<file path="src/rtl/fps_defines.vh">
// constants for the parallel flash command sequencer (host side)
`ifndef FPS_DEFINES_VH
`define FPS_DEFINES_VH
// command codes on the data lines
`define FPS_CMD_PROG 8'h40
`define FPS_CMD_ERASE 8'h20
`define FPS_CMD_CONFIRM 8'hD0
`define FPS_CMD_SUSPEND 8'hB0
`define FPS_CMD_STATUS 8'h70
`define FPS_CMD_CLEAR 8'h50
`define FPS_CMD_READ 8'hFF
// status word bit positions
`define FPS_SR_READY 7
`define FPS_SR_ERS_SUSP 6
`define FPS_SR_ERS_FAIL 5
`define FPS_SR_PRG_FAIL 4
`define FPS_SR_SUPPLY 3
`define FPS_SR_PRG_SUSP 2
`define FPS_SR_LOCKED 1
// host register offsets
`define FPS_REG_CTRL 4'h0
`define FPS_REG_ADDR 4'h1
`define FPS_REG_WDATA 4'h2
`define FPS_REG_STATUS 4'h3
`define FPS_REG_RDATA 4'h4
`define FPS_REG_FLASH_SR 4'h5
// control operation codes written to ctrl register
`define FPS_OP_PROGRAM 4'h1
`define FPS_OP_ERASE 4'h2
`define FPS_OP_SUSPEND 4'h3
`define FPS_OP_RESUME 4'h4
`define FPS_OP_READ_ARRAY 4'h5
`define FPS_OP_READ_STATUS 4'h6
`define FPS_OP_CLEAR 4'h7
`define FPS_OP_READ 4'h8
// bus cycle timing in core clocks (10 ns each), each phase lasting one clock more than its value
`define FPS_T_SETUP 4'h2
`define FPS_T_STROBE 4'h7
`define FPS_T_HOLD 4'h2
`endif

</file>
<file path="src/rtl/fps_host.v">
// host controller that drives a parallel nor flash through its pins
// What this block does
// - program: code 40, then data to target
// - after code 70 reads return status word
// - host may chain programs, polling ready
// - write FF to return to array read
// - error bits sticky until clear command
// - code B0 suspends program, bit two
// - FF reads during suspend, D0 resumes
// - erase: code 20, then D0 to sector
// - host may chain erases, polling ready
// - erase suspended allows FF or 40
//
// Implementation choices: the address-and-strobe port and the address map.
`timescale 1ns/1ns
`default_nettype none
`include "fps_defines.vh"
module fps_host (
  input wire i_core_clk,
  input wire i_rstn,
  input wire [3:0] i_addr,
  input wire [31:0] i_wdata,
  input wire i_wr,
  input wire i_rd,
  output reg [31:0] o_rdata,
  output reg o_ce_n,
  output reg o_oe_n,
  output reg o_we_n,
  output reg [19:0] o_flash_addr,
  output reg [15:0] o_dq_out,
  output reg o_dq_oe,
  input wire [15:0] i_dq_in
);
  // ==========================================================
  // bus cycle states
  localparam ST_IDLE = 3'h0;
  localparam ST_WSETUP = 3'h1;
  localparam ST_WSTROBE = 3'h2;
  localparam ST_WHOLD = 3'h3;
  localparam ST_RSETUP = 3'h4;
  localparam ST_RSTROBE = 3'h5;
  localparam ST_RHOLD = 3'h6;
  localparam ST_NEXT = 3'h7;

  reg [2:0] state_reg;
  reg [3:0] cnt_reg;
  reg [19:0] addr_reg;
  reg [15:0] wdata_reg;
  reg [3:0] op_reg;
  reg [1:0] step_reg;
  reg [1:0] steps_reg;
  reg [15:0] rdata_reg;
  reg [7:0] flash_sr_reg;
  reg busy_reg;
  reg status_mode_reg;
  reg ers_susp_reg;
  reg prg_susp_reg;
  reg [15:0] dq_s1_reg;
  reg [15:0] dq_s2_reg;
  reg [7:0] cyc_data;
  reg cyc_read;
  wire [3:0] new_op;
  wire start;

  assign new_op = i_wdata[3:0];
  assign start = i_wr && (i_addr == `FPS_REG_CTRL) && !busy_reg;

  // ==========================================================
  // data of each bus cycle within an operation
  always @*
  begin
    cyc_data = `FPS_CMD_READ;
    cyc_read = 1'b0;
    case (op_reg)
      `FPS_OP_PROGRAM: cyc_data = (step_reg == 2'h0) ? `FPS_CMD_PROG : wdata_reg[7:0];
      `FPS_OP_ERASE: cyc_data = (step_reg == 2'h0) ? `FPS_CMD_ERASE : `FPS_CMD_CONFIRM;
      `FPS_OP_SUSPEND: cyc_data = (step_reg == 2'h0) ? `FPS_CMD_SUSPEND : `FPS_CMD_STATUS;
      `FPS_OP_RESUME: cyc_data = `FPS_CMD_CONFIRM;
      `FPS_OP_READ_ARRAY: cyc_data = `FPS_CMD_READ;
      `FPS_OP_READ_STATUS: cyc_data = `FPS_CMD_STATUS;
      `FPS_OP_CLEAR: cyc_data = `FPS_CMD_CLEAR;
      `FPS_OP_READ: cyc_read = 1'b1;
      default: cyc_data = `FPS_CMD_READ;
    endcase
    if (step_reg == steps_reg && (op_reg == `FPS_OP_READ_STATUS || op_reg == `FPS_OP_SUSPEND))
    begin
      cyc_read = 1'b1;
    end
  end

  // ==========================================================
  // pin synchroniser
  always @(posedge i_core_clk or negedge i_rstn)
  begin
    if (!i_rstn)
    begin
      dq_s1_reg <= 16'h0000;
      dq_s2_reg <= 16'h0000;
    end
    else
    begin
      dq_s1_reg <= i_dq_in;
      dq_s2_reg <= dq_s1_reg;
    end
  end

  // ==========================================================
  // sequencer
  always @(posedge i_core_clk or negedge i_rstn)
  begin
    if (!i_rstn)
    begin
      state_reg <= ST_IDLE;
      cnt_reg <= 4'h0;
      addr_reg <= 20'h00000;
      wdata_reg <= 16'h0000;
      op_reg <= 4'h0;
      step_reg <= 2'h0;
      steps_reg <= 2'h0;
      rdata_reg <= 16'h0000;
      flash_sr_reg <= 8'h80;
      busy_reg <= 1'b0;
      status_mode_reg <= 1'b0;
      ers_susp_reg <= 1'b0;
      prg_susp_reg <= 1'b0;
      o_ce_n <= 1'b1;
      o_oe_n <= 1'b1;
      o_we_n <= 1'b1;
      o_flash_addr <= 20'h00000;
      o_dq_out <= 16'h0000;
      o_dq_oe <= 1'b0;
    end
    else
    begin
      if (i_wr && i_addr == `FPS_REG_ADDR)
      begin
        addr_reg <= i_wdata[19:0];
      end
      if (i_wr && i_addr == `FPS_REG_WDATA)
      begin
        wdata_reg <= i_wdata[15:0];
      end
      case (state_reg)
        ST_IDLE:
        begin
          if (start)
          begin
            op_reg <= new_op;
            step_reg <= 2'h0;
            busy_reg <= 1'b1;
            // two cycle sequences: program, erase, suspend then status read
            steps_reg <= (new_op == `FPS_OP_PROGRAM || new_op == `FPS_OP_ERASE ||
                          new_op == `FPS_OP_SUSPEND || new_op == `FPS_OP_READ_STATUS) ? 2'h1 : 2'h0;
            // erase refused while suspended, program refused on supply error
            if ((new_op == `FPS_OP_ERASE && (ers_susp_reg || flash_sr_reg[`FPS_SR_SUPPLY] ||
                 flash_sr_reg[`FPS_SR_LOCKED])) ||
                (new_op == `FPS_OP_PROGRAM && flash_sr_reg[`FPS_SR_SUPPLY]))
            begin
              busy_reg <= 1'b0;
            end
            else
            begin
              state_reg <= ST_NEXT;
            end
          end
        end
        ST_NEXT:
        begin
          cnt_reg <= `FPS_T_SETUP;
          o_ce_n <= 1'b0;
          o_flash_addr <= addr_reg;
          if (cyc_read)
          begin
            state_reg <= ST_RSETUP;
            o_dq_oe <= 1'b0;
          end
          else
          begin
            state_reg <= ST_WSETUP;
            o_dq_oe <= 1'b1;
            o_dq_out <= (op_reg == `FPS_OP_PROGRAM && step_reg == 2'h1) ? wdata_reg : {8'h00, cyc_data};
          end
        end
        ST_WSETUP:
        begin
          cnt_reg <= cnt_reg - 4'h1;
          if (cnt_reg == 4'h0)
          begin
            o_we_n <= 1'b0;
            cnt_reg <= `FPS_T_STROBE;
            state_reg <= ST_WSTROBE;
          end
        end
        ST_WSTROBE:
        begin
          cnt_reg <= cnt_reg - 4'h1;
          if (cnt_reg == 4'h0)
          begin
            o_we_n <= 1'b1;
            cnt_reg <= `FPS_T_HOLD;
            state_reg <= ST_WHOLD;
          end
        end
        ST_RSETUP:
        begin
          cnt_reg <= cnt_reg - 4'h1;
          if (cnt_reg == 4'h0)
          begin
            o_oe_n <= 1'b0;
            cnt_reg <= `FPS_T_STROBE;
            state_reg <= ST_RSTROBE;
          end
        end
        ST_RSTROBE:
        begin
          cnt_reg <= cnt_reg - 4'h1;
          if (cnt_reg == 4'h0)
          begin
            rdata_reg <= dq_s2_reg;
            if (status_mode_reg || cyc_read && op_reg != `FPS_OP_READ)
            begin
              flash_sr_reg <= dq_s2_reg[7:0];
              ers_susp_reg <= dq_s2_reg[`FPS_SR_ERS_SUSP];
              prg_susp_reg <= dq_s2_reg[`FPS_SR_PRG_SUSP];
            end
            o_oe_n <= 1'b1;
            cnt_reg <= `FPS_T_HOLD;
            state_reg <= ST_RHOLD;
          end
        end
        default:
        begin
          // hold time, then release chip select so the next read refreshes status
          cnt_reg <= cnt_reg - 4'h1;
          if (cnt_reg == 4'h0)
          begin
            o_ce_n <= 1'b1;
            o_dq_oe <= 1'b0;
            if (step_reg == steps_reg)
            begin
              state_reg <= ST_IDLE;
              busy_reg <= 1'b0;
              if (op_reg == `FPS_OP_PROGRAM || op_reg == `FPS_OP_ERASE || op_reg == `FPS_OP_READ_STATUS ||
                  op_reg == `FPS_OP_SUSPEND)
              begin
                status_mode_reg <= 1'b1;
              end
              if (op_reg == `FPS_OP_READ_ARRAY)
              begin
                status_mode_reg <= 1'b0;
              end
              if (op_reg == `FPS_OP_RESUME)
              begin
                ers_susp_reg <= 1'b0;
                prg_susp_reg <= 1'b0;
                status_mode_reg <= 1'b1;
              end
            end
            else
            begin
              step_reg <= step_reg + 2'h1;
              state_reg <= ST_NEXT;
            end
          end
        end
      endcase
    end
  end

  // ==========================================================
  // register read port
  always @(posedge i_core_clk or negedge i_rstn)
  begin
    if (!i_rstn)
    begin
      o_rdata <= 32'h00000000;
    end
    else if (i_rd)
    begin
      case (i_addr)
        `FPS_REG_CTRL: o_rdata <= {28'h0000000, op_reg};
        `FPS_REG_ADDR: o_rdata <= {12'h000, addr_reg};
        `FPS_REG_WDATA: o_rdata <= {16'h0000, wdata_reg};
        // ready, suspend states and error summary from the last status read
        `FPS_REG_STATUS: o_rdata <= {24'h000000, flash_sr_reg[`FPS_SR_READY], ers_susp_reg, prg_susp_reg,
                                     flash_sr_reg[`FPS_SR_ERS_FAIL] & flash_sr_reg[`FPS_SR_PRG_FAIL],
                                     flash_sr_reg[`FPS_SR_SUPPLY] | flash_sr_reg[`FPS_SR_LOCKED],
                                     flash_sr_reg[`FPS_SR_PRG_FAIL] | flash_sr_reg[`FPS_SR_ERS_FAIL],
                                     status_mode_reg, busy_reg};
        `FPS_REG_RDATA: o_rdata <= {16'h0000, rdata_reg};
        `FPS_REG_FLASH_SR: o_rdata <= {24'h000000, flash_sr_reg};
        default: o_rdata <= 32'h00000000;
      endcase
    end
    else
    begin
      o_rdata <= 32'h00000000;
    end
  end
endmodule
`default_nettype wire
</file>
<file path="config.mk">
export PLATFORM = sky130hd
export DESIGN_NAME = fps_host
export DESIGN_NICKNAME = d
export VERILOG_FILES = /design/src/rtl/fps_host.v
export VERILOG_INCLUDE_DIRS = /design/src /design/src/rtl
export SDC_FILE = /design/constraint.sdc
export NUM_CORES = 1
export LEC_CHECK = 0
export ABC_AREA = 1
export ABC_CLOCK_PERIOD_IN_PS = 1400
export BUFFER_PORTS_ARGS = -buffer_cell sky130_fd_sc_hd__buf_2
export CAP_MARGIN = 40
export CORE_AREA = 10 10 157 144
export DETAILED_ROUTE_END_ITERATION = 16
export DIE_AREA = 0 0 167 154
export GPL_TIMING_DRIVEN = 1
export SYNTH_ARGS = -nofsm -noshare
export SYNTH_HDL_FRONTEND = slang
export SYNTH_SLANG_ARGS = --single-unit
export TNS_END_PERCENT = 100
</file>
<file path="constraint.sdc">
create_clock -name i_core_clk -period 1.4 [get_ports i_core_clk]
set_input_delay 0.21 -clock i_core_clk [delete_from_list [all_inputs] [get_ports i_core_clk]]
set_output_delay 0.21 -clock i_core_clk [all_outputs]
set_load 0.05 [all_outputs]
</file>
==> flow_summary.json <==
{
  "status": "finished with violations",
  "violations": "setup timing",
  "nets": 1028,
  "cap_violations": 0,
  "cp_slowest_stage_delay_ns": 0.39,
  "overflow": 0,
  "clock_sink_count": 170,
  "ys_ff_latch": 170,
  "vias": 5656,
  "p_total_mw": 19.2,
  "timing.final.crit_period_ns": 1.48,
  "clkSlewWorstSetupHoldPaths_ns": 0.07,
  "hold_class": "in2reg",
  "antenna_violating_nets_post_route": 0,
  "critPathMaxFanout": 5,
  "critical_path_class": "reg2reg",
  "yosysUniqueCellTypes": 35,
  "ys.warnings.count": 0,
  "gp_congestion": 0.834,
  "fmax_mhz": 677,
  "cp-start-kind": "flip-flop",
  "core_sq_um": 19200,
  "cts_root_buf": "clkbuf_16",
  "r2r_end": "prg_susp_reg",
  "leakagePower_nw": 4.91,
  "ys_seq_area_frac": 0.589,
  "cts_tree": "yes",
  "drc": 0,
  "hpwl_um": 13700,
  "drt_iter0_markers": 394,
  "final_cell_mix": "nand2_1 (195), dfrtp_1 (164), buf_2 (99)",
  "fin_crit_sh": 1.05,
  "die_x_um": 167,
  "timing.hold.worst.start": "i_wdata[18]",
  "avgSynthCellArea_sq_um": 9.25,
  "setup_viol": 33,
  "clk_latency_ns": 0.43,
  "cp.arrival_ns": 1.85,
  "power_density_nw_per_um2": 2010,
  "cp.required_ns": 1.77,
  "grt_usage": 0.143,
  "cp_common_cell": "nand2_4",
  "worst-r2r-setup-slack_ns": -0.08,
  "final_cell_count_no_fill": 1232,
  "synthToLayoutAreaGrowth_pct": 31.7,
  "drt-total-wl_um": 18700,
  "start_util": 0.378,
  "hold_viol": 0,
  "antenna_found_initial": 0,
  "wl_per_cell_um": 15.2,
  "dieArea_sq_um": 25700,
  "netlist_area_sq_um": 7240,
  "grt_max_degree": 43,
  "htreeDepth": 4,
  "dp_cells": 1169,
  "final_common_cell": "nand2_1",
  "rows": 48,
  "path_cells": "inv_2 > ha_4 > nand2_4 > nor2_4 > nand2_4 > a21oi_4 > buf_6 > nand2_2 > nand2_1",
  "io_pins": 128,
  "finalWorstSetupSlack_ns": -0.0764,
  "portBuffers": 103,
  "first_global_vias": 5528,
  "layout-drive-gt1-share": 0.327,
  "ir_drop_mv": 0.986,
  "rr_startpoint": "cnt_reg[1]",
  "rsz0062_at_grt": "true",
  "hold_depth": 3,
  "fin_skew_ns": 0.00790,
  "cts.path.max_buffers": 2,
  "via_per_inst": 4.59,
  "critPathSlowestCell": "dfrtp_1",
  "min_delay_worst_endpoint": "addr_reg[18]",
  "worstRegToRegCells": 9,
  "end_kind": "flip-flop",
  "cp_num_buf_inv": 2,
  "grt_pass1_wl_um": 29700,
  "num_antenna_cells": 0,
  "crit_family": "simple AND/OR/NAND/NOR gates",
  "numCtsBuffers": 17,
  "drv_slew": 0,
  "firstDrtPassIters": 5,
  "fp.dieH_um": 154,
  "syn_inst": 782
}
kinds of logic after synthesis:
| family | Yosys count | share of synthesized area |
|---|---|---|
| other | 1 | 0.000518 |
| DFF | 170 | 0.589 |
| xor gates and xnor gates | 2 | 0.00242 |
| AOI/OAI and AO/OA | 142 | 0.115 |
| buffers and inverters | 134 | 0.0844 |
| adders and majority gates | 3 | 0.00519 |
| and+or+nand+nor | 329 | 0.201 |
| muxes | 1 | 0.00207 |
routing by layer:
metal	vias to the layer above	share of wire	GRT usage	wire length (um)
met5	-	0	0	0
met4	0	0.013	0.0468	238
met3	13	0.045	0.0375	845
met2	107	0.47	0.219	8690
met1	2684	0.48	0.193	8910
li1	2852	-	-	-
power by group:
part	total (mW)	switching (mW)	internal, mW
Clock	4.68	2.08	2.60
Combinational	7.60	4.93	2.67
Sequential	6.92	0.792	6.13
Total	19.2	7.81	11.4
synthesized netlist by cell type (all sizes together):
cell | instances | area, sq um
dfrtp | 166 | 4150
dfstp | 4 | 105
nor2 | 48 | 240
conb | 1 | 3.75
buf | 33 | 228
a21oi | 10 | 72.6
o22ai | 11 | 68.8
a31oi | 1 | 6.26
ha | 3 | 37.5
o21ai | 110 | 611
inv | 97 | 367
nand3 | 37 | 220
clkinv | 2 | 8.75
nand2 | 233 | 935
nor3 | 5 | 25.0
nand4 | 6 | 37.5
mux2 | 1 | 15.0
a41oi | 1 | 8.76
o211ai | 9 | 67.6
xor2 | 2 | 17.5
clkbuf | 2 | 7.51
layout make-up:
type,instances,area (sq um)
clock buffers,19,453
clock inverters,13,133
fillers,1827,9630
inverters,99,388
multi-input cells,489,2600
flip-flops and latches,170,4260
well taps,250,313
repair buffers,192,1380
what timing repair did:
item,CTS,global route
cloned,1,2
setup endpoints to repair,47,60
hold buffers,17,0
resized for setup,29,54
setup buffers,4,7
endpoints found under the hold margin,47,0
pin swaps,10,14
worst max path at each step:
stage	slack [ns]	cells past startpoint	startpoint	end
floorplan	0.01	11	cnt_reg[1]	state_reg[2]
detailed placement	-0.13	11	cnt_reg[1]	cnt_reg[0]
finish	-0.08	9	cnt_reg[1]	prg_susp_reg
CTS	-0.04	10	cnt_reg[0]	state_reg[1]
global route	-0.15	9	cnt_reg[1]	flash_sr_reg[5]
global placement	-0.09	6	state_reg[0]	o_dq_out[10]
through the flow:
step | setup TNS (ns) | worst slack [ns] | utilization | hold WS, ns | area, sq um
after floorplan | 0 | 0.0117 | - | -0.0856 | 7290
after global placement | -2.02 | -0.0905 | 0.439 | 0.140 | 8420
after detailed placement | -2.50 | -0.130 | 0.439 | 0.149 | 8420
after CTS | -0.139 | -0.0413 | 0.485 | 0.0162 | 9290
after global routing | -5.60 | -0.151 | 0.498 | 0.0327 | 9530
final | -1.20 | -0.0764 | 0.498 | 0.0313 | 9530
worst min-delay path, delay by kind of cell:
family | cells | cell delay [ns]
and+or+nand+nor | 1 | 0.04
buffers and inverters | 1 | 0.08
AOI/OAI and AO/OA | 1 | 0.10
(Power assumes the default switching activity.)
